File: config.mk
export PLATFORM = sky130hd
export DESIGN_NAME = line_scan_gate_controller
export DESIGN_NICKNAME = d
export VERILOG_FILES = /design/src/include/lsg_pkg.sv /design/src/design/line_scan_gate_controller.sv /design/src/design/word_fifo.sv
export SDC_FILE = /design/constraint.sdc
export NUM_CORES = 1
export LEC_CHECK = 0
export BUFFER_PORTS_ARGS = -buffer_cell sky130_fd_sc_hd__buf_2
export CAP_MARGIN = 40
export CORE_ASPECT_RATIO = 0.8
export CORE_MARGIN = 5
export CORE_UTILIZATION = 54
export CTS_BUF_LIST = sky130_fd_sc_hd__clkbuf_16
export CTS_CLUSTER_DIAMETER = 100
export DETAILED_ROUTE_END_ITERATION = 8
export PLACE_DENSITY = 0.78
export SYNTH_ARGS = -nofsm -noshare
export SYNTH_HDL_FRONTEND = slang
export SYNTH_SLANG_ARGS = --single-unit
File: constraint.sdc
create_clock -name clk -period 5.3 [get_ports clk]
set_input_delay 0.53 -clock clk [delete_from_list [all_inputs] [get_ports clk]]
set_output_delay 0.53 -clock clk [all_outputs]
set_load 0.005 [all_outputs]
File: src/include/lsg_pkg.sv
// Shared constants and types for the line-scan acquisition gate controller.
// Assumes every file that needs them refers to them as lsg_pkg::name.
package lsg_pkg;

  // ---------------------------------------------------------------------------
  // Data path widths and buffering
  // ---------------------------------------------------------------------------
  localparam int DATA_W = 32;
  localparam int CNT_W = 16;
  localparam int FIFO_DEPTH = 8;

  // ---------------------------------------------------------------------------
  // Start-of-scan source codes
  // ---------------------------------------------------------------------------
  localparam logic [1:0] BEGIN_SRC_IMMEDIATE = 2'h0;
  localparam logic [1:0] BEGIN_SRC_COMMAND = 2'h1;
  localparam logic [1:0] BEGIN_SRC_LINE_ONE = 2'h2;
  localparam logic [1:0] BEGIN_SRC_LINE_TWO = 2'h3;

  // ---------------------------------------------------------------------------
  // End-of-scan source codes
  // ---------------------------------------------------------------------------
  localparam logic [1:0] END_SRC_COMMAND = 2'h0;
  localparam logic [1:0] END_SRC_LINE_TWO = 2'h1;
  localparam logic [1:0] END_SRC_COUNT = 2'h2;

  // ---------------------------------------------------------------------------
  // Reset values
  // ---------------------------------------------------------------------------
  localparam logic [CNT_W-1:0] CNT_RESET = 16'h0000;
  localparam logic [DATA_W-1:0] DATA_RESET = 32'h0000_0000;
  localparam logic [1:0] SYNC_RESET = 2'h0;

  // Gate controller states.
  typedef enum logic [2:0] {
    st_idle,
    st_armed,
    st_pending,
    st_scan,
    st_flush
  } gate_state_t;

endpackage : lsg_pkg

File: src/design/line_scan_gate_controller.sv
// Line-scan acquisition gate controller: gates camera lines into host buffers.
// Assumes the camera stream, commands and configuration share clk; the two
// hardware event lines come from pins and are synchronised here.
//
// Summary of operation
// Immediate source opens at next line boundary.
// End call closes gate in continuous scanning.
// Full buffers and final partial buffer released.
// Fixed length uses positive lines per scan.
// Begin call arms start trigger, then waits.
// Start from command or selected hardware line.
// Start events ignored while scanning.
// Gate opens at boundary after start event.
// Fixed length closes on count or call.
// Scan end releases buffer; next starts fresh.
// Variable length closes at boundary after event.
// End from halt command or selected line.
// End events ignored while not scanning.
// Buffers hold whole lines only.
// Line not fitting starts a new buffer.
// Boundaries lie between complete camera lines.
`timescale 1ns/1ps
`default_nettype none

module line_scan_gate_controller (
  input wire logic clk,
  input wire logic rst_n,
  // Camera line stream.
  input wire logic cam_valid,
  output logic cam_ready,
  input wire logic [lsg_pkg::DATA_W-1:0] cam_data,
  input wire logic cam_eol,
  // Configuration.
  input wire logic [1:0] scan_begin_source,
  input wire logic [1:0] scan_end_source,
  input wire logic [lsg_pkg::CNT_W-1:0] lines_per_scan,
  input wire logic [lsg_pkg::CNT_W-1:0] line_words,
  input wire logic [lsg_pkg::CNT_W-1:0] buffer_words,
  // Software commands, one-cycle pulses.
  input wire logic acquisition_begin_call,
  input wire logic acquisition_end_call,
  input wire logic begin_scan_command,
  input wire logic halt_scan_command,
  // Hardware event pins.
  input wire logic line_input_one,
  input wire logic line_input_two,
  // Stream toward the host buffers.
  output logic dma_valid,
  input wire logic dma_ready,
  output logic [lsg_pkg::DATA_W-1:0] dma_data,
  output logic dma_buf_end,
  // Status.
  output logic gate_open,
  output logic acquisition_active,
  output logic scan_armed
);

  // ---------------------------------------------------------------------------
  // Declarations
  // ---------------------------------------------------------------------------
  lsg_pkg::gate_state_t state_ff;
  lsg_pkg::gate_state_t nxt_state;
  logic [1:0] pin_meta_ff;
  logic [1:0] pin_sync_ff;
  logic [1:0] pin_prev_ff;
  logic [1:0] pin_rise;
  logic acq_active_ff;
  logic in_line_ff;
  logic cap_line_ff;
  logic end_req_ff;
  logic hold_valid_ff;
  logic [lsg_pkg::DATA_W-1:0] hold_data_ff;
  logic [lsg_pkg::CNT_W-1:0] used_ff;
  logic [lsg_pkg::CNT_W-1:0] lines_done_ff;
  logic [lsg_pkg::CNT_W:0] used_plus_line;
  logic [lsg_pkg::CNT_W:0] lines_next;
  logic cap_ok;
  logic cap_word;
  logic word_acc;
  logic cap_acc;
  logic sol;
  logic split;
  logic start_evt;
  logic end_evt;
  logic count_hit;
  logic flush_done;
  logic rearm;
  logic push_hold;
  logic fifo_in_ready;
  logic [lsg_pkg::DATA_W:0] fifo_in_data;
  logic [lsg_pkg::DATA_W:0] fifo_out_data;

  // ---------------------------------------------------------------------------
  // Hardware event synchronisers
  // ---------------------------------------------------------------------------
  // Three flops per pin; the second and third flops feed the edge detector.
  always_ff @(posedge clk or negedge rst_n) begin
    if (!rst_n) begin
      pin_meta_ff <= lsg_pkg::SYNC_RESET;
      pin_sync_ff <= lsg_pkg::SYNC_RESET;
      pin_prev_ff <= lsg_pkg::SYNC_RESET;
    end else begin
      pin_meta_ff <= {line_input_two, line_input_one};
      pin_sync_ff <= pin_meta_ff;
      pin_prev_ff <= pin_sync_ff;
    end
  end

  // A rising edge on a pin is one event.
  assign pin_rise = pin_sync_ff & ~pin_prev_ff;

  // ---------------------------------------------------------------------------
  // Trigger qualification
  // ---------------------------------------------------------------------------
  // Start events count only while armed; anything else drops them.
  always_comb begin
    start_evt = 1'b0;
    if (state_ff == lsg_pkg::st_armed) begin
      start_evt = begin_scan_command;
      if (scan_begin_source == lsg_pkg::BEGIN_SRC_LINE_ONE) begin
        start_evt = start_evt || pin_rise[0];
      end else if (scan_begin_source == lsg_pkg::BEGIN_SRC_LINE_TWO) begin
        start_evt = start_evt || pin_rise[1];
      end
    end
  end

  // End events count only during a scan; in count mode only the count or the end call ends it.
  always_comb begin
    end_evt = 1'b0;
    if (state_ff == lsg_pkg::st_scan) begin
      if (scan_end_source == lsg_pkg::END_SRC_COMMAND) begin
        end_evt = halt_scan_command;
      end else if (scan_end_source == lsg_pkg::END_SRC_LINE_TWO) begin
        end_evt = halt_scan_command || pin_rise[1];
      end
    end
  end

  // ---------------------------------------------------------------------------
  // Line framing and gating
  // ---------------------------------------------------------------------------
  // A new line may be captured only while scanning and no close is pending,
  // so a line starting right after the closing boundary is never taken.
  assign cap_ok = (state_ff == lsg_pkg::st_scan) && !end_req_ff;
  assign cap_word = in_line_ff ? cap_line_ff : cap_ok;
  // Dropped words are always taken so the camera never stalls outside a scan.
  assign cam_ready = cap_word ? (fifo_in_ready || !hold_valid_ff) : 1'b1;
  assign word_acc = cam_valid && cam_ready;
  assign cap_acc = word_acc && cap_word;
  assign sol = word_acc && !in_line_ff;

  // Line tracking: the gate decision is latched at the first word of a line.
  always_ff @(posedge clk or negedge rst_n) begin
    if (!rst_n) begin
      in_line_ff <= 1'b0;
      cap_line_ff <= 1'b0;
    end else if (word_acc) begin
      in_line_ff <= !cam_eol;
      if (sol) begin
        cap_line_ff <= cap_ok;
      end
    end
  end

  // ---------------------------------------------------------------------------
  // Buffer packing
  // ---------------------------------------------------------------------------
  // A line that would not fit in what is left starts a new buffer; the flag
  // goes on the held last word of the previous line, never inside a line.
  assign used_plus_line = {1'b0, used_ff} + {1'b0, line_words};
  assign split = cap_acc && sol && (used_ff != lsg_pkg::CNT_RESET) &&
                 (used_plus_line > {1'b0, buffer_words});

  // The hold stage keeps the newest word so a scan end can mark it last.
  assign push_hold = hold_valid_ff && (cap_acc || (state_ff == lsg_pkg::st_flush));
  assign fifo_in_data = {(state_ff == lsg_pkg::st_flush) || split, hold_data_ff};
  assign flush_done = !hold_valid_ff || fifo_in_ready;

  // Hold register.
  always_ff @(posedge clk or negedge rst_n) begin
    if (!rst_n) begin
      hold_valid_ff <= 1'b0;
      hold_data_ff <= lsg_pkg::DATA_RESET;
    end else if (cap_acc) begin
      hold_valid_ff <= 1'b1;
      hold_data_ff <= cam_data;
    end else if ((state_ff == lsg_pkg::st_flush) && fifo_in_ready) begin
      hold_valid_ff <= 1'b0;
    end
  end

  // Words written into the current buffer; a scan end restarts at zero.
  always_ff @(posedge clk or negedge rst_n) begin
    if (!rst_n) begin
      used_ff <= lsg_pkg::CNT_RESET;
    end else if (state_ff == lsg_pkg::st_flush) begin
      used_ff <= lsg_pkg::CNT_RESET;
    end else if (cap_acc) begin
      if (split) begin
        used_ff <= 16'h0001;
      end else begin
        used_ff <= used_ff + 16'h0001;
      end
    end
  end

  // ---------------------------------------------------------------------------
  // Line counting
  // ---------------------------------------------------------------------------
  // A zero count acts as one, since at least one line is always taken.
  assign lines_next = {1'b0, lines_done_ff} + 17'h00001;
  assign count_hit = cap_acc && cam_eol && (state_ff == lsg_pkg::st_scan) &&
                     (scan_end_source == lsg_pkg::END_SRC_COUNT) &&
                     (lines_next >= {1'b0, lines_per_scan});

  // Captured lines in the current scan.
  always_ff @(posedge clk or negedge rst_n) begin
    if (!rst_n) begin
      lines_done_ff <= lsg_pkg::CNT_RESET;
    end else if (state_ff != lsg_pkg::st_scan) begin
      lines_done_ff <= lsg_pkg::CNT_RESET;
    end else if (cap_acc && cam_eol) begin
      lines_done_ff <= lines_next[lsg_pkg::CNT_W-1:0];
    end
  end

  // Pending close request; taken at the next point between lines.
  always_ff @(posedge clk or negedge rst_n) begin
    if (!rst_n) begin
      end_req_ff <= 1'b0;
    end else if (state_ff != lsg_pkg::st_scan) begin
      end_req_ff <= 1'b0;
    end else if (acquisition_end_call) begin
      end_req_ff <= 1'b1;
    end else if (end_evt) begin
      end_req_ff <= 1'b1;
    end else if (count_hit) begin
      end_req_ff <= 1'b1;
    end
  end

  // ---------------------------------------------------------------------------
  // Acquisition activity
  // ---------------------------------------------------------------------------
  // Begin is honoured only when idle; end always wins over begin.
  always_ff @(posedge clk or negedge rst_n) begin
    if (!rst_n) begin
      acq_active_ff <= 1'b0;
    end else if (acquisition_end_call) begin
      acq_active_ff <= 1'b0;
    end else if (acquisition_begin_call && (state_ff == lsg_pkg::st_idle)) begin
      acq_active_ff <= 1'b1;
    end
  end

  // Triggered modes re-arm after each object; immediate mode stops.
  assign rearm = acq_active_ff && !acquisition_end_call &&
                 (scan_begin_source != lsg_pkg::BEGIN_SRC_IMMEDIATE);

  // ---------------------------------------------------------------------------
  // Gate state machine
  // ---------------------------------------------------------------------------
  always_comb begin
    nxt_state = state_ff;
    case (state_ff)
      lsg_pkg::st_idle: begin
        if (acquisition_begin_call && !acquisition_end_call) begin
          if (scan_begin_source == lsg_pkg::BEGIN_SRC_IMMEDIATE) begin
            nxt_state = lsg_pkg::st_pending;
          end else begin
            nxt_state = lsg_pkg::st_armed;
          end
        end
      end
      lsg_pkg::st_armed: begin
        if (acquisition_end_call) begin
          nxt_state = lsg_pkg::st_idle;
        end else if (start_evt) begin
          nxt_state = lsg_pkg::st_pending;
        end
      end
      lsg_pkg::st_pending: begin
        // Opening waits until the camera is between lines.
        if (acquisition_end_call) begin
          nxt_state = lsg_pkg::st_idle;
        end else if (!in_line_ff) begin
          nxt_state = lsg_pkg::st_scan;
        end
      end
      lsg_pkg::st_scan: begin
        if (end_req_ff && !in_line_ff) begin
          nxt_state = lsg_pkg::st_flush;
        end
      end
      lsg_pkg::st_flush: begin
        if (flush_done) begin
          nxt_state = rearm ? lsg_pkg::st_armed : lsg_pkg::st_idle;
        end
      end
      default: begin
        nxt_state = lsg_pkg::st_idle;
      end
    endcase
  end

  // State register.
  always_ff @(posedge clk or negedge rst_n) begin
    if (!rst_n) begin
      state_ff <= lsg_pkg::st_idle;
    end else begin
      state_ff <= nxt_state;
    end
  end

  // ---------------------------------------------------------------------------
  // Output buffering
  // ---------------------------------------------------------------------------
  // The FIFO absorbs host stalls; when it fills, cam_ready drops mid-scan.
  word_fifo #(
    .WIDTH(lsg_pkg::DATA_W + 1),
    .DEPTH(lsg_pkg::FIFO_DEPTH)
  ) u_out_fifo (
    .clk(clk),
    .rst_n(rst_n),
    .in_valid(push_hold),
    .in_ready(fifo_in_ready),
    .in_data(fifo_in_data),
    .out_valid(dma_valid),
    .out_ready(dma_ready),
    .out_data(fifo_out_data)
  );

  // Bit above the data marks the last word of a buffer.
  assign dma_data = fifo_out_data[lsg_pkg::DATA_W-1:0];
  assign dma_buf_end = fifo_out_data[lsg_pkg::DATA_W];

  // ---------------------------------------------------------------------------
  // Status
  // ---------------------------------------------------------------------------
  assign gate_open = (state_ff == lsg_pkg::st_scan);
  assign acquisition_active = acq_active_ff;
  assign scan_armed = (state_ff == lsg_pkg::st_armed);

endmodule : line_scan_gate_controller

`default_nettype wire

File: src/design/word_fifo.sv
// Synchronous FIFO with valid/ready on both sides.
// Assumes one clock domain; DEPTH is a power of two.
`timescale 1ns/1ps
`default_nettype none

module word_fifo #(
  parameter int WIDTH = 33,
  parameter int DEPTH = 8
) (
  input wire logic clk,
  input wire logic rst_n,
  input wire logic in_valid,
  output logic in_ready,
  input wire logic [WIDTH-1:0] in_data,
  output logic out_valid,
  input wire logic out_ready,
  output logic [WIDTH-1:0] out_data
);

  localparam int PTR_W = $clog2(DEPTH);

  logic [WIDTH-1:0] mem_ff [DEPTH];
  logic [PTR_W-1:0] wr_ptr_ff;
  logic [PTR_W-1:0] rd_ptr_ff;
  logic [PTR_W:0] count_ff;
  logic do_wr;
  logic do_rd;

  // ---------------------------------------------------------------------------
  // Handshakes
  // ---------------------------------------------------------------------------
  // Full and empty come from the occupancy count, so they never lie.
  assign in_ready = (count_ff != DEPTH[PTR_W:0]);
  assign out_valid = (count_ff != '0);
  assign out_data = mem_ff[rd_ptr_ff];
  assign do_wr = in_valid && in_ready;
  assign do_rd = out_valid && out_ready;

  // Storage array; written only, never reset, since count guards reads.
  always_ff @(posedge clk) begin
    if (do_wr) begin
      mem_ff[wr_ptr_ff] <= in_data;
    end
  end

  // Pointers and occupancy.
  always_ff @(posedge clk or negedge rst_n) begin
    if (!rst_n) begin
      wr_ptr_ff <= '0;
      rd_ptr_ff <= '0;
      count_ff <= '0;
    end else begin
      if (do_wr) begin
        wr_ptr_ff <= wr_ptr_ff + 1'b1;
      end
      if (do_rd) begin
        rd_ptr_ff <= rd_ptr_ff + 1'b1;
      end
      if (do_wr && !do_rd) begin
        count_ff <= count_ff + 1'b1;
      end else if (do_rd && !do_wr) begin
        count_ff <= count_ff - 1'b1;
      end
    end
  end

endmodule : word_fifo

`default_nettype wire

# Word-level counts from Yosys, hierarchy flattened
# Memories as Yosys holds them, arrays and structs flattened.
# Cells that the tools add are included.
[word_totals]
register_bits = 88
ram_bits = 264
inputBits = 95
output_inout_bits = 38
word_cells = 126
n_memories = 1
[memory_table]
columns = ["memory", "words", "width", "read_ports", "rd_clocked_by_memory_dff", "wr", "line_no", "source"]
rows = [
  ["u_out_fifo.mem_ff", 8, 33, 1, 0, 1, "word_fifo.sv:22", "logic [WIDTH-1:0] mem_ff [DEPTH];"],
]
[classes]
add_sub_neg = 7
order_cmp = 2
eq_ne = 15
n_mux = 35
bitwise_logic = 2
n_reduce_logical = 49
[op_table]
columns = ["op", "count"]
rows = [
  ["16-bit 2-to-1 mux", 5],
  ["1-bit logical AND", 22],
  ["3-bit 2-to-1 mux", 7],
  ["1-bit 2-to-1 mux", 19],
  ["16-bit by 1-bit adder with 17-bit output, second input constant", 1],
  ["16-bit by 16-bit adder with 17-bit output", 1],
  ["17-bit by 16-bit greater-or-equal comparator with 1-bit output", 1],
  ["17-bit by 16-bit greater-than comparator with 1-bit output", 1],
  ["16-bit by 1-bit adder with 16-bit output, second input constant", 1],
  ["16-bit nonzero test", 1],
  ["3-bit case mux with 5 select lines", 1],
  ["2-bit nonzero test", 6],
  ["4-bit 2-to-1 mux", 2],
  ["4-bit nonzero test", 2],
  ["1-bit zero test", 7],
  ["3-bit by 1-bit adder with 3-bit output, second input constant", 2],
  ["2-bit equality test, second input constant", 3],
  ["3-bit by 2-bit equality test with 1-bit output, second input constant", 2],
  ["1-bit logical OR", 6],
  ["3-bit by 2-bit != test with 1-bit output, second input constant", 2],
  ["5-bit AND reduction", 1],
  ["4-bit by 1-bit adder with 4-bit output, second input constant", 1],
  ["2-bit zero test", 2],
  ["2-bit by 1-bit != test with 1-bit output, second input constant", 2],
  ["other kinds (12)", 12],
]

# Logic depth before layout (Yosys ltp)
# Gate-level depths: netlist (run 1).
[logic_depth]
ltp_word = 14
mapped_depth = 17
ltp_nobuf = 16

# Cells and area by module
# From an unflattened synthesis (run 1), not the netlist that was laid out.
[hier_totals]
hier_cells = 1049
area_unflattened_um2 = 15775.1
[by_module_without_submodules]
columns = ["mod", "instances", "cells_each", "area_per_inst_um2", "seq_area_each_um2"]
rows = [
  ["word_fifo", 1, 444, 10649.0, 8177.8],
  ["line_scan_gate_controller", 1, 605, 5126.2, 1951.9],
]

# Worst setup path after synthesis (run 1)
# OpenSTA, ideal clock, no wires.
[synth_timing]
path_type = "reg-to-reg"
startpoint = "register state_ff[2]"
endpoint = "memory u_out_fifo.mem_ff[0][0] (enable)"
setup_time_ps = 506
arrival_ps = 4464
t_required_ps = 4794
path_slack_ps = 330
path_stages_with_launch = 6
path_buffers = 0
period_less_slack_ps = 4970
cell_sequence = "dfrtp_1 > nand3b_4 > o31ai_4 > nand3_2 > a21o_1 > nor4_1"
[synth_via]
elab_chain_len = 11
word_cells_on_any_way = 12
cone_classes = "eq/ne: 2; mux: 4; reduce/logical: 6"
[synth_rtl]
columns = ["item", "line_no", "source"]
rows = [
  ["start, declared", "line_scan_gate_controller.sv:61", "lsg_pkg::gate_state_t state_ff;"],
  ["start signal, assigned", "line_scan_gate_controller.sv:310", "state_ff <= lsg_pkg::st_idle;"],
  ["start signal, assigned", "line_scan_gate_controller.sv:312", "state_ff <= nxt_state;"],
  ["3-bit by 2-bit equality test with 1-bit output", "line_scan_gate_controller.sv:145", "assign cap_ok = (state_ff == lsg_pkg::st_scan) && !end_req_ff;"],
  ["1-bit logical AND", "line_scan_gate_controller.sv:145", ""],
  ["1-bit 2-to-1 mux", "line_scan_gate_controller.sv:146", "assign cap_word = in_line_ff ? cap_line_ff : cap_ok;"],
  ["1-bit 2-to-1 mux", "line_scan_gate_controller.sv:148", "assign cam_ready = cap_word ? (fifo_in_ready || !hold_valid_ff) : 1'b1;"],
  ["1-bit logical AND", "line_scan_gate_controller.sv:149", "assign word_acc = cam_valid && cam_ready;"],
  ["1-bit logical AND", "line_scan_gate_controller.sv:150", "assign cap_acc = word_acc && cap_word;"],
  ["1-bit logical OR *", "line_scan_gate_controller.sv:176", "assign push_hold = hold_valid_ff && (cap_acc || (state_ff == lsg_pkg::st_flush));"],
  ["1-bit logical AND *", "line_scan_gate_controller.sv:176", ""],
  ["1-bit logical AND *", "word_fifo.sv:36", "assign do_wr = in_valid && in_ready;"],
  ["1-bit 2-to-1 mux *", "word_fifo.sv:41", "if (do_wr) begin"],
  ["1-bit 2-to-1 mux (not written as such) *", "word_fifo.sv:42", "mem_ff[wr_ptr_ff] <= in_data;"],
  ["end, declared", "word_fifo.sv:22", ""],
]
# Every way passes the cells marked *; elsewhere a longest branch is shown, timed or not.

# Worst setup path after layout (run 1)
[layout_timing]
startpoint = "register used_ff[0] (netlist name)"
endpoint = "memory u_out_fifo.mem_ff[1][32], data pin"
[layout_via]
elab_chain_len = 4
word_cells_on_any_way = 6
cone_classes = "add/sub: 1; order compare: 1; reduce/logical: 4"
[layout_rtl]
columns = ["item", "line_no", "source"]
rows = [
  ["start, declared", "line_scan_gate_controller.sv:73", "logic [lsg_pkg::CNT_W-1:0] used_ff;"],
  ["start signal, assigned", "line_scan_gate_controller.sv:196", "used_ff <= lsg_pkg::CNT_RESET;"],
  ["start signal, assigned", "line_scan_gate_controller.sv:198", "used_ff <= lsg_pkg::CNT_RESET;"],
  ["start signal, assigned", "line_scan_gate_controller.sv:203", "used_ff <= used_ff + 16'h0001;"],
  ["16-bit by 16-bit adder with 17-bit output / 16-bit nonzero test (equally long branches)", "line_scan_gate_controller.sv:171, line_scan_gate_controller.sv:172", ""],
  ["17-bit by 16-bit greater-than comparator with 1-bit output / 1-bit logical AND (equally long branches)", "line_scan_gate_controller.sv:173, line_scan_gate_controller.sv:172", ""],
  ["1-bit logical AND *", "line_scan_gate_controller.sv:172", "assign split = cap_acc && sol && (used_ff != lsg_pkg::CNT_RESET) &&"],
  ["1-bit logical OR *", "line_scan_gate_controller.sv:177", "assign fifo_in_data = {(state_ff == lsg_pkg::st_flush) || split, hold_data_ff};"],
  ["net fifo_in_data (one bit)", "line_scan_gate_controller.sv:90", "logic [lsg_pkg::DATA_W:0] fifo_in_data;"],
]
# Mark *: on every way through the listed nets, which the timed path passes. The rest lies on a longest branch.

==> results.sh, run 1 <==
export IMPL_run_status="finished, final reports clean"
export IMPL_critPathArrivalTime_ns=4.59
export IMPL_clkSinkCount=352
export IMPL_cts_buffer_depth=3
export IMPL_cts_tree="yes"
export IMPL_synth_cells=1063
export IMPL_tns_ns=0
export IMPL_ys_warn_count=0
export IMPL_synthArstFlopShare_pct=25.00
export IMPL_start_util_pct=54.43
export IMPL_min_path_type="input port to asynchronous set/reset pin"
export IMPL_grt_first_pass_wirelength_um=52880
export IMPL_cts_root_buffer="clkbuf_16"
export IMPL_rsz0062_at_grt="no"
export IMPL_syn_num_nets=1216
export IMPL_leakagePower_uw=0.007129
export IMPL_cp_start_kind="flop"
export IMPL_die_area_sq_mm=0.03293
export IMPL_syn_area_sq_mm=0.01587
export IMPL_yosysSeqAreaShare_pct=63.85
export IMPL_post_cts_resized=0
export IMPL_h_tree_depth=2
export IMPL_synth_fa_ha_area_share_pct=4.669
export IMPL_crit_type="flop to flop"
export IMPL_nets=1366
export IMPL_grt_ovfl_total=0
export IMPL_postLayoutCoreUtil_pct=62.35
export IMPL_powerDensity_mw_per_mm2=489.5
export IMPL_drc=0
export IMPL_first_pass_iters=5
export IMPL_multi_input_area_sq_mm=0.005415
export IMPL_final_seq_area_sq_mm=0.01013
export IMPL_postPlaceCellArea_sq_mm=0.01706
export IMPL_post_cts_repair_setup_buffers=0
export IMPL_dp_final_hpwl_um=20570
export IMPL_gp_congestion=0.8826
export IMPL_grt_usage_pct=20.31
export IMPL_ys_ff_latch=352
export IMPL_worstMarginPinSlew_ns=0.7718
export IMPL_post_synth_top_area_cell="edfxtp_1"
export IMPL_avgViaCountPerCell=5.785
export IMPL_cp_required_ns=5.54
export IMPL_drtIter0Drc=673
export IMPL_finalCritPeriodShare_pct=82.23
export IMPL_hold_viol=0
export IMPL_cts_buffers=34
export IMPL_area_growth_syn_to_layout_pct=14.54
export IMPL_maxCapViolCount=0
export IMPL_dr_total_vias=9348
export IMPL_synth_compound_gate_area_share_pct=4.834
export IMPL_finalWirelength_um=32780
export IMPL_synth_cell_types=62
export IMPL_numPortBuffers=132
export IMPL_antenna_found_initial=2
export IMPL_synth_common_cells="264 x edfxtp_1, 134 x nand2_1, 88 x dfrtp_1, 66 x mux4_2, 56 x ha_1"
export IMPL_clock_skew_final_ns=0.02914
export IMPL_path_max_fanout=17
export IMPL_slew_headroom_pct=48.42
export IMPL_hold_slack_ns=0.04189
export IMPL_critPathCaptureType="flop"
export IMPL_io_pins=133
export IMPL_die_x_um=201.6
export IMPL_yosys_area_share_simple_pct=9.046
export IMPL_n_fill_cell=2088
export IMPL_ys_flop_type="edfxtp_1"
export IMPL_cts_hold_buf=0
export IMPL_ant_nets=0
export IMPL_wl_per_cell_um=20.28
export IMPL_antenna_cells=0
export IMPL_core_area_sq_mm=0.02915
export IMPL_synth_area_mux_share_pct=11.92
export IMPL_first_global_vias=9645
export IMPL_synth_xor_xnor_area_share_pct=3.312
export IMPL_clock_latency_ns=0.52
export IMPL_synth_top_area_share_pct=49.97
export IMPL_drive_gt1_share_pct=27.76
export IMPL_fin_area_sq_mm=0.01817
export IMPL_ys_top_cells_by_area="edfxtp_1 50%, dfrtp_1 14%, mux4_2 9.4%, ha_1 4.4%, nand2_1 3.2%"
export IMPL_synth_edf_count=264
export IMPL_report_final_slew_viol_count=0
export IMPL_grt_max_degree=49
export IMPL_finalSetupViolCount=0
export IMPL_period_needed_ns=4.358
export IMPL_clkTransAtPathRegs_ns=0.06
export IMPL_max_freq_ghz=0.2294
export IMPL_synth_most_common_cell="edfxtp_1"
export IMPL_irDropWorstVdd_uv=265.6
export IMPL_synth_top_family_by_area="multiplexers"
export IMPL_postSynthAreaPerCell_sq_um=14.92
export IMPL_num_rows=56
export IMPL_die_h_um=163.3
worst paths after layout:
path / from / end / slack, ns / depth (start not counted)
max: used_ff[0]$_DFFE_PN0N_ / u_out_fifo.mem_ff[1][32]$_DFFE_PP_ / 0.94 / 16
max in group asynchronous: rst_n / u_out_fifo.rd_ptr_ff[0]$_DFFE_PN0P_ / 4.06 / 2
max reg2reg: used_ff[0]$_DFFE_PN0N_ / u_out_fifo.mem_ff[1][32]$_DFFE_PP_ / 0.94 / 16
min in group clk: line_input_two / pin_meta_ff[1]$_DFF_PN0_ / 0.13 / 1
min: rst_n / lines_done_ff[11]$_DFFE_PN0P_ / 0.04 / 1
min reg2reg: pin_meta_ff[0]$_DFF_PN0_ / pin_sync_ff[0]$_DFF_PN0_ / 0.35 / 0
through the flow:
stage / cells / total power (uW) / setup WS, ns
after CTS: 1616 / 8999 / 1.002
after detailed placement: 1554 / 6603 / 0.7836
after floorplan: 1063 / 5709 / 0.3299
after global placement: 1551 / 6494 / 0.9119
after global routing: 1616 / 9407 / 0.6264
final: 1616 / 8896 / 0.9416
layout by cell type (no fill, tap or decap), drive strengths merged, types with 12 or more instances in the layout:
cell      n
a21oi    28
buf     152
clkbuf   35
clkinv   15
dfrtp    88
edfxtp  264
ha       56
inv      57
mux2     36
mux4     66
nand2   134
nand3    26
nand4    12
nor2     51
nor3     32
o21ai    23
xnor2    37
xor2     23
worst max-delay path, stage by stage, from the launching register on:
cell      delay (ns)
dfrtp_1         0.38
ha_1            0.18
inv_1           0.05
fa_1            0.43
nor2b_4         0.15
o31ai_1         0.11
a211o_1         0.34
a21oi_1         0.29
nand4b_1        0.16
nand3_1         0.10
ha_1            0.32
nand4_1         0.16
nor4_1          0.36
a41o_1          0.23
a31oi_1         0.05
o31a_4          0.40
or2_2           0.37
power by group:
part | switching (uW) | total (uW) | internal, uW
clock | 1020 | 2390 | 1360
combinational | 1180 | 2390 | 1210
sequential | 507 | 4120 | 3620
cells by family after synthesis:
kind of cell,after synthesis
DFF,352
AOI/OAI and AO/OA,106
xor gates and xnor gates,60
buffers and inverters,89
and+or+nand+nor,296
adders and majority gates,58
muxes,102
flip-flops by register name, indices dropped and copies added, names as in the netlist, 2 cells and up:
signal                cells
u_out_fifo.mem_ff       264
hold_data_ff             32
lines_done_ff            16
used_ff                  16
u_out_fifo.count_ff       4
state_ff                  3
u_out_fifo.rd_ptr_ff      3
u_out_fifo.wr_ptr_ff      3
pin_meta_ff               2
pin_prev_ff               2
pin_sync_ff               2
metal layers:
metal  global-route usage, %  wire length, um  up-vias
li1                        -                -     4319
met1                   30.22            14750     4685
met2                   32.39            15520      297
met3                   3.553             2019       45
met4                   3.851              469        2
met5                       0               13        -
final cells by class:
cell class / count / area share (%)
sequential: 352 / 55.77
multi-input combinational: 622 / 29.80
clock buffer: 35 / 4.820
timing repair buffer: 152 / 4.682
tap: 377 / 2.596
clock inverter: 27 / 1.281
inverter: 51 / 1.053
Power figures use the tool's default switching activity.
==> run 2: changes to the inputs <==
--- a/config.mk
+++ b/config.mk
@@ -9,11 +9,11 @@
 export CAP_MARGIN = 40
 export CORE_ASPECT_RATIO = 0.8
 export CORE_MARGIN = 5
-export CORE_UTILIZATION = 54
+export CORE_UTILIZATION = 55
 export CTS_BUF_LIST = sky130_fd_sc_hd__clkbuf_16
 export CTS_CLUSTER_DIAMETER = 100
 export DETAILED_ROUTE_END_ITERATION = 8
-export PLACE_DENSITY = 0.78
+export PLACE_DENSITY = 0.76
 export SYNTH_ARGS = -nofsm -noshare
 export SYNTH_HDL_FRONTEND = slang
 export SYNTH_SLANG_ARGS = --single-unit
==> constraint.sdc (replaced) <==
create_clock -name clk -period 4.5 [get_ports clk]
set_input_delay 0.45 -clock clk [delete_from_list [all_inputs] [get_ports clk]]
set_output_delay 0.45 -clock clk [all_outputs]
set_load 0.005 [all_outputs]
==> run 2 against run 1 <==
Net effect: global-route usage is essentially flat; fmax up 1.9%; highest routed layer unchanged; worst setup slack got worse by 0.72 ns; combinational power increased by 19%; largest cell class unchanged; clock power is 17% higher; register-to-register slack worse by 0.72 ns; wire length down 0.34%; first-iteration DRC count shrank 10%; hold slack worse by 0.016 ns; critical path type unchanged; clock skew is 0.0071 ns lower.
==> results.sh, run 2 (synthesis gave the netlist of run 1 again) <==
export IMPL_run_status="finished, final reports clean"
export IMPL_path_delay_family="compound AO/OA/AOI/OAI gates"
export IMPL_dr_total_vias=9289
export IMPL_finalWirelength_um=32660
export IMPL_crit_buf_inv=1
export IMPL_slew_headroom_pct=46.66
export IMPL_drive_gt1_share_pct=27.57
export IMPL_dp_final_hpwl_um=21030
export IMPL_p_sw_share_pct=30.10
export IMPL_seq_power_share_pct=46.2
export IMPL_path_cells="ha_1, inv_1, fa_1, nor2b_4, o31ai_1, a211o_1, a21oi_2, nand4b_1, nand3_1, ha_1, nand4_1, nor3_1, a2111oi_2, a31oi_1, o31a_4, or2_2"
export IMPL_grt_max_degree=57
export IMPL_antenna_found_initial=2
export IMPL_avgViaCountPerCell=5.755
export IMPL_clock_skew_final_ns=0.02203
export IMPL_multi_input_area_sq_mm=0.005434
export IMPL_core_area_sq_mm=0.02835
export IMPL_finalCritPeriodShare_pct=95.09
export IMPL_die_x_um=199.9
export IMPL_finalWorstSetupSlack_ns=0.2208
export IMPL_slowest_stage="fa_1"
export IMPL_cts_buffer_depth=3
export IMPL_clkTransAtPathRegs_ns=0.06
export IMPL_worstMarginPinSlew_ns=0.8001
export IMPL_clkSinkCount=352
export IMPL_final_cell_mix="264 x edfxtp_1, 134 x nand2_1, 131 x buf_2"
export IMPL_largest_reg_flops=264
export IMPL_drtIter0Drc=604
export IMPL_h_tree_depth=2
export IMPL_path_common_cell="ha_1"
export IMPL_max_freq_ghz=0.2337
export IMPL_period_needed_ns=4.279
export IMPL_irDropWorstVdd_uv=336.6
export IMPL_final_seq_area_sq_mm=0.01013
export IMPL_top_regs="u_out_fifo.mem_ff (264), hold_data_ff (32)"
export IMPL_area_growth_syn_to_layout_pct=14.86
export IMPL_rrSetupSlack_ns=0.22
export IMPL_ant_nets=0
export IMPL_cpPeakStageDelay_ns=0.44
export IMPL_internal_power_uw=7323
export IMPL_regMostFlops="u_out_fifo.mem_ff"
export IMPL_grt_usage_pct=20.33
export IMPL_finalSetupViolCount=0
export IMPL_min_path_type="input port to asynchronous set/reset pin"
export IMPL_crit_type="flop to flop"
export IMPL_numPortBuffers=132
export IMPL_comb_power_share_pct=27.1
export IMPL_postPlaceCellArea_sq_mm=0.01710
export IMPL_clkPwrFrac_pct=26.7
export IMPL_die_area_sq_mm=0.03236
export IMPL_start_util_pct=55.96
export IMPL_antenna_cells=0
export IMPL_maxCapViolCount=0
export IMPL_hold_viol=0
export IMPL_hold_slack_ns=0.02549
export IMPL_num_rows=55
export IMPL_wl_per_cell_um=20.24
export IMPL_first_pass_iters=5
export IMPL_grt_first_pass_wirelength_um=51220
export IMPL_report_final_slew_viol_count=0
export IMPL_cts_buffers=35
export IMPL_fin_area_sq_mm=0.01822
export IMPL_drc=0
export IMPL_critPathCaptureType="flop"
export IMPL_leakagePower_uw=0.007179
export IMPL_cp_required_ns=4.73
export IMPL_grt_ovfl_total=0
export IMPL_n_fill_cell=2029
export IMPL_io_pins=133
export IMPL_layout_commonest_cell="edfxtp_1"
export IMPL_p_switching_uw=3154
export IMPL_critPathArrivalTime_ns=4.51
export IMPL_gp_congestion=0.8550
export IMPL_nets=1370
export IMPL_cp_start_kind="flop"
export IMPL_first_global_vias=9267
export IMPL_path_max_fanout=9
export IMPL_cts_tree="yes"
export IMPL_die_h_um=161.9
export IMPL_powerDensity_mw_per_mm2=574.9
export IMPL_clock_latency_ns=0.51
export IMPL_cts_root_buffer="clkbuf_16"
export IMPL_post_place_ws_ns=0.08623
[run 2: what timing repair did]
action	CTS	global route
setup buffers	0	0
hold buffers	0	0
gates resized for setup	0	2
setup endpoints to repair	0	9
[run 2: path summary, 6_finish.rpt]
check                                         start                                  to  depth (start not counted)
min in group clk                     line_input_two            pin_meta_ff[1]$_DFF_PN0_                          1
hold reg to reg            pin_meta_ff[0]$_DFF_PN0_            pin_sync_ff[0]$_DFF_PN0_                          0
hold / removal                                rst_n       lines_done_ff[10]$_DFFE_PN0P_                          1
setup reg to reg             used_ff[0]$_DFFE_PN0N_  u_out_fifo.mem_ff[5][32]$_DFFE_PP_                         16
max in group asynchronous                     rst_n              used_ff[1]$_DFFE_PN0N_                          2
setup / recovery             used_ff[0]$_DFFE_PN0N_  u_out_fifo.mem_ff[5][32]$_DFFE_PP_                         16
[run 2: layout make-up]
cell class / instances / share of cell area [%]
clock buffer: 36 / 4.944
inverter: 51 / 1.051
sequential: 352 / 55.62
timing repair buffer: 155 / 4.861
tap: 370 / 2.541
multi-input combinational: 622 / 29.82
clock inverter: 28 / 1.167
[run 2: power by group through the flow]
stage / logic [uW] / registers, uW / clock network [uW]
after floorplan: 2110 / 4610 / 0
after global placement: 2820 / 4870 / 0
after detailed placement: 2870 / 4920 / 0
after CTS: 2900 / 4850 / 2840
after global routing: 3120 / 4940 / 3000
final: 2840 / 4840 / 2790
[run 2: layer usage]
layer	GRT usage, %	share of wire, %	up-vias	routed length, um
met5	0	0.064	-	21
met4	4.105	1.6	4	508
met3	4.002	6.8	52	2216
met2	32.28	48	289	15640
met1	29.89	44	4615	14280
li1	-	-	4329	-
[run 2: through the flow]
| stage | util [%] | setup TNS, ns | power (uW) | cells |
|---|---|---|---|---|
| 2_1_floorplan | - | 0 | 6726 | 1063 |
| 3_3_place_gp | 60.31 | 0 | 7694 | 1550 |
| 3_5_place_dp | 60.31 | 0 | 7793 | 1550 |
| 4_1_cts | 64.24 | 0 | 10600 | 1614 |
| 5_1_grt | 64.27 | -0.06733 | 11060 | 1614 |
| 6_report | 64.27 | 0 | 10480 | 1614 |
==> run 3: changes to the inputs <==
--- a/config.mk
+++ b/config.mk
@@ -9,11 +9,11 @@
 export CAP_MARGIN = 40
 export CORE_ASPECT_RATIO = 0.8
 export CORE_MARGIN = 5
-export CORE_UTILIZATION = 55
+export CORE_UTILIZATION = 45
 export CTS_BUF_LIST = sky130_fd_sc_hd__clkbuf_16
 export CTS_CLUSTER_DIAMETER = 100
 export DETAILED_ROUTE_END_ITERATION = 8
-export PLACE_DENSITY = 0.76
+export PLACE_DENSITY = 0.65
 export SYNTH_ARGS = -nofsm -noshare
 export SYNTH_HDL_FRONTEND = slang
 export SYNTH_SLANG_ARGS = --single-unit
==> run 3 against run 2 <==
Net effect: sequential cell count stayed put; combinational power about the same; die area rose by 21%; clock skew about the same; cell count rose by 6.7%; design area is 0.78% higher; non-clock buffer count increased by 5; sequential share of layout area shrank 0.43 points; total power is 0.10% lower; sequential power hardly changed; largest cell class unchanged; wire length is 4.3% higher; count of clock-buffer cells in the layout unchanged.
==> results.sh, run 3 (synthesis gave the netlist of run 1 again) <==
export IMPL_clkTransAtPathRegs_ns=0.06
export IMPL_finalCritPeriodShare_pct=93.70
export IMPL_clkSinkCount=352
export IMPL_postLayoutCoreUtil_pct=52.77
export IMPL_finalWirelength_um=34070
export IMPL_seq_power_share_pct=46.6
export IMPL_grt_usage_pct=17.57
export IMPL_crit_type="flop to flop"
export IMPL_dp_final_hpwl_um=22040
export IMPL_cts_buffers=36
export IMPL_numPortBuffers=132
export IMPL_r2r_start="used_ff[0]$_DFFE_PN0N_"
export IMPL_report_final_slew_viol_count=0
export IMPL_p_sw_share_pct=30.39
export IMPL_drtIter0Drc=589
export IMPL_start_util_pct=45.59
export IMPL_die_area_sq_mm=0.03913
export IMPL_antenna_found_initial=1
export IMPL_final_seq_area_sq_mm=0.01013
export IMPL_tns_ns=0
export IMPL_slew_headroom_pct=45.39
export IMPL_dr_total_vias=9229
export IMPL_cts_tree="yes"
export IMPL_path_max_fanout=8
export IMPL_ant_nets=0
export IMPL_min_delay_start="line_input_one"
export IMPL_whs_endpoint="pin_meta_ff[0]$_DFF_PN0_"
export IMPL_rr_endpoint="u_out_fifo.mem_ff[7][32]$_DFFE_PP_"
export IMPL_n_fill_cell=2948
export IMPL_grt_util_met2_pct=27.92
export IMPL_h_tree_depth=2
export IMPL_comb_power_share_pct=27.2
export IMPL_leakagePower_uw=0.007201
export IMPL_cts_root_buffer="clkbuf_16"
export IMPL_multi_input_area_sq_mm=0.005424
export IMPL_drive_gt1_share_pct=27.36
export IMPL_critPathArrivalTime_ns=4.45
export IMPL_internal_power_uw=7285
export IMPL_final_cell_mix="264 x edfxtp_1, 134 x nand2_1, 131 x buf_2"
export IMPL_wl_per_cell_um=19.79
export IMPL_nets=1376
export IMPL_critPathCaptureType="flop"
export IMPL_worstMarginPinSlew_ns=0.8192
export IMPL_max_freq_ghz=0.2372
export IMPL_first_global_vias=9298
export IMPL_reg2reg_depth=16
export IMPL_grt_first_pass_wirelength_um=53140
export IMPL_fin_area_sq_mm=0.01837
export IMPL_cts_buffer_depth=3
export IMPL_finalSetupViolCount=0
export IMPL_die_x_um=219.9
export IMPL_grt_busiest_layer="met2"
export IMPL_largest_reg_flops=264
export IMPL_run_status="finished, final reports clean"
export IMPL_grt_max_degree=47
export IMPL_top_regs="u_out_fifo.mem_ff (264), hold_data_ff (32)"
export IMPL_clock_skew_final_ns=0.02161
export IMPL_irDropWorstVdd_uv=345.0
export IMPL_area_growth_syn_to_layout_pct=15.76
export IMPL_first_pass_iters=5
export IMPL_rrSetupSlack_ns=0.28
export IMPL_antenna_cells=0
export IMPL_clock_latency_ns=0.52
export IMPL_drc=0
export IMPL_grt_ovfl_total=0
export IMPL_period_needed_ns=4.216
export IMPL_clkPwrFrac_pct=26.3
export IMPL_hold_viol=0
export IMPL_rsz0062_at_grt="no"
export IMPL_cp_start_kind="flop"
export IMPL_gp_congestion=0.8258
export IMPL_layout_commonest_cell="edfxtp_1"
export IMPL_regMostFlops="u_out_fifo.mem_ff"
export IMPL_postPlaceCellArea_sq_mm=0.01726
export IMPL_p_switching_uw=3180
export IMPL_die_h_um=177.9
export IMPL_min_path_type="input port to flop"
export IMPL_maxCapViolCount=0
export IMPL_avgViaCountPerCell=5.359
export IMPL_powerDensity_mw_per_mm2=569.9
export IMPL_num_rows=61
export IMPL_use_met3_pct=3.241
export IMPL_grtUsageMet1_pct=25.67
export IMPL_worstHoldPathCells=1
export IMPL_io_pins=133
export IMPL_cp_required_ns=4.74
export IMPL_core_area_sq_mm=0.03480
-- run 3: per-layer routing --
layer / share of wire, % / wire length, um / vias to the layer above
met5: 0.059 / 20 / -
li1: - / - / 4333
met3: 5.2 / 1762 / 40
met1: 46 / 15620 / 4645
met2: 48 / 16200 / 209
met4: 1.4 / 473 / 2
-- run 3: power groups by stage --
stage | sequential, uW | clock (uW) | combinational [uW]
final | 4870 | 2750 | 2840
after global routing | 4970 | 2980 | 3140
after CTS | 4890 | 2820 | 2920
after detailed placement | 4950 | 0 | 2900
after global placement | 4920 | 0 | 2860
after floorplan | 4610 | 0 | 2110
-- run 3: critical path, cell delays in order (launching register included) --
cell	delay, ns
dfrtp_1	0.38
ha_1	0.19
inv_1	0.05
fa_1	0.44
nor2b_4	0.15
o31ai_1	0.11
a211o_1	0.34
a21oi_1	0.26
nand4b_1	0.15
nand3_1	0.10
ha_1	0.32
nand4_1	0.17
nor4_1	0.35
a41o_1	0.22
a31oi_1	0.05
o31a_4	0.31
or2_2	0.35
-- run 3: worst max path at each step --
stage                                  startpoint                                  to  slack [ns]  cells past startpoint
after CTS                  used_ff[0]$_DFFE_PN0N_  u_out_fifo.mem_ff[4][32]$_DFFE_PP_        0.29                     16
final                      used_ff[0]$_DFFE_PN0N_  u_out_fifo.mem_ff[7][32]$_DFFE_PP_        0.28                     16
after floorplan           state_ff[2]$_DFFE_PN0P_   u_out_fifo.mem_ff[4][0]$_DFFE_PP_        0.24                      7
after global routing       used_ff[0]$_DFFE_PN0N_  u_out_fifo.mem_ff[4][32]$_DFFE_PP_        0.02                     16
after detailed placement            line_words[0]  u_out_fifo.mem_ff[0][32]$_DFFE_PP_        0.14                     17
after global placement              line_words[0]  u_out_fifo.mem_ff[0][32]$_DFFE_PP_        0.28                     17
-- run 3: stage by stage --
stage | std cells | hold WS, ns | total power (uW) | setup slack [ns]
2_1_floorplan | 1063 | 0.1544 | 6726 | 0.2431
3_3_place_gp | 1655 | 0.3374 | 7780 | 0.2823
3_5_place_dp | 1656 | 0.3372 | 7856 | 0.1384
4_1_cts | 1722 | 0.01185 | 10630 | 0.2861
5_1_grt | 1722 | 0.01338 | 11090 | 0.01679
6_report | 1722 | 0.04236 | 10470 | 0.2836
-- run 3: layout make-up --
class | instances | area share [%]
Inverter | 51 | 1.042
Timing Repair Buffer | 160 | 5.082
Clock inverter | 29 | 1.036
Clock buffer | 36 | 4.905
Multi-Input combinational cell | 622 | 29.53
Sequential cell | 352 | 55.18
Tap cell | 472 | 3.216
-- run 3: repair_timing --
action	4_1_cts	5_1_grt
hold buffers	1	0
setup buffers	0	0
hold endpoints to repair	13	0
resized for setup	0	0
setup endpoints to repair	0	0
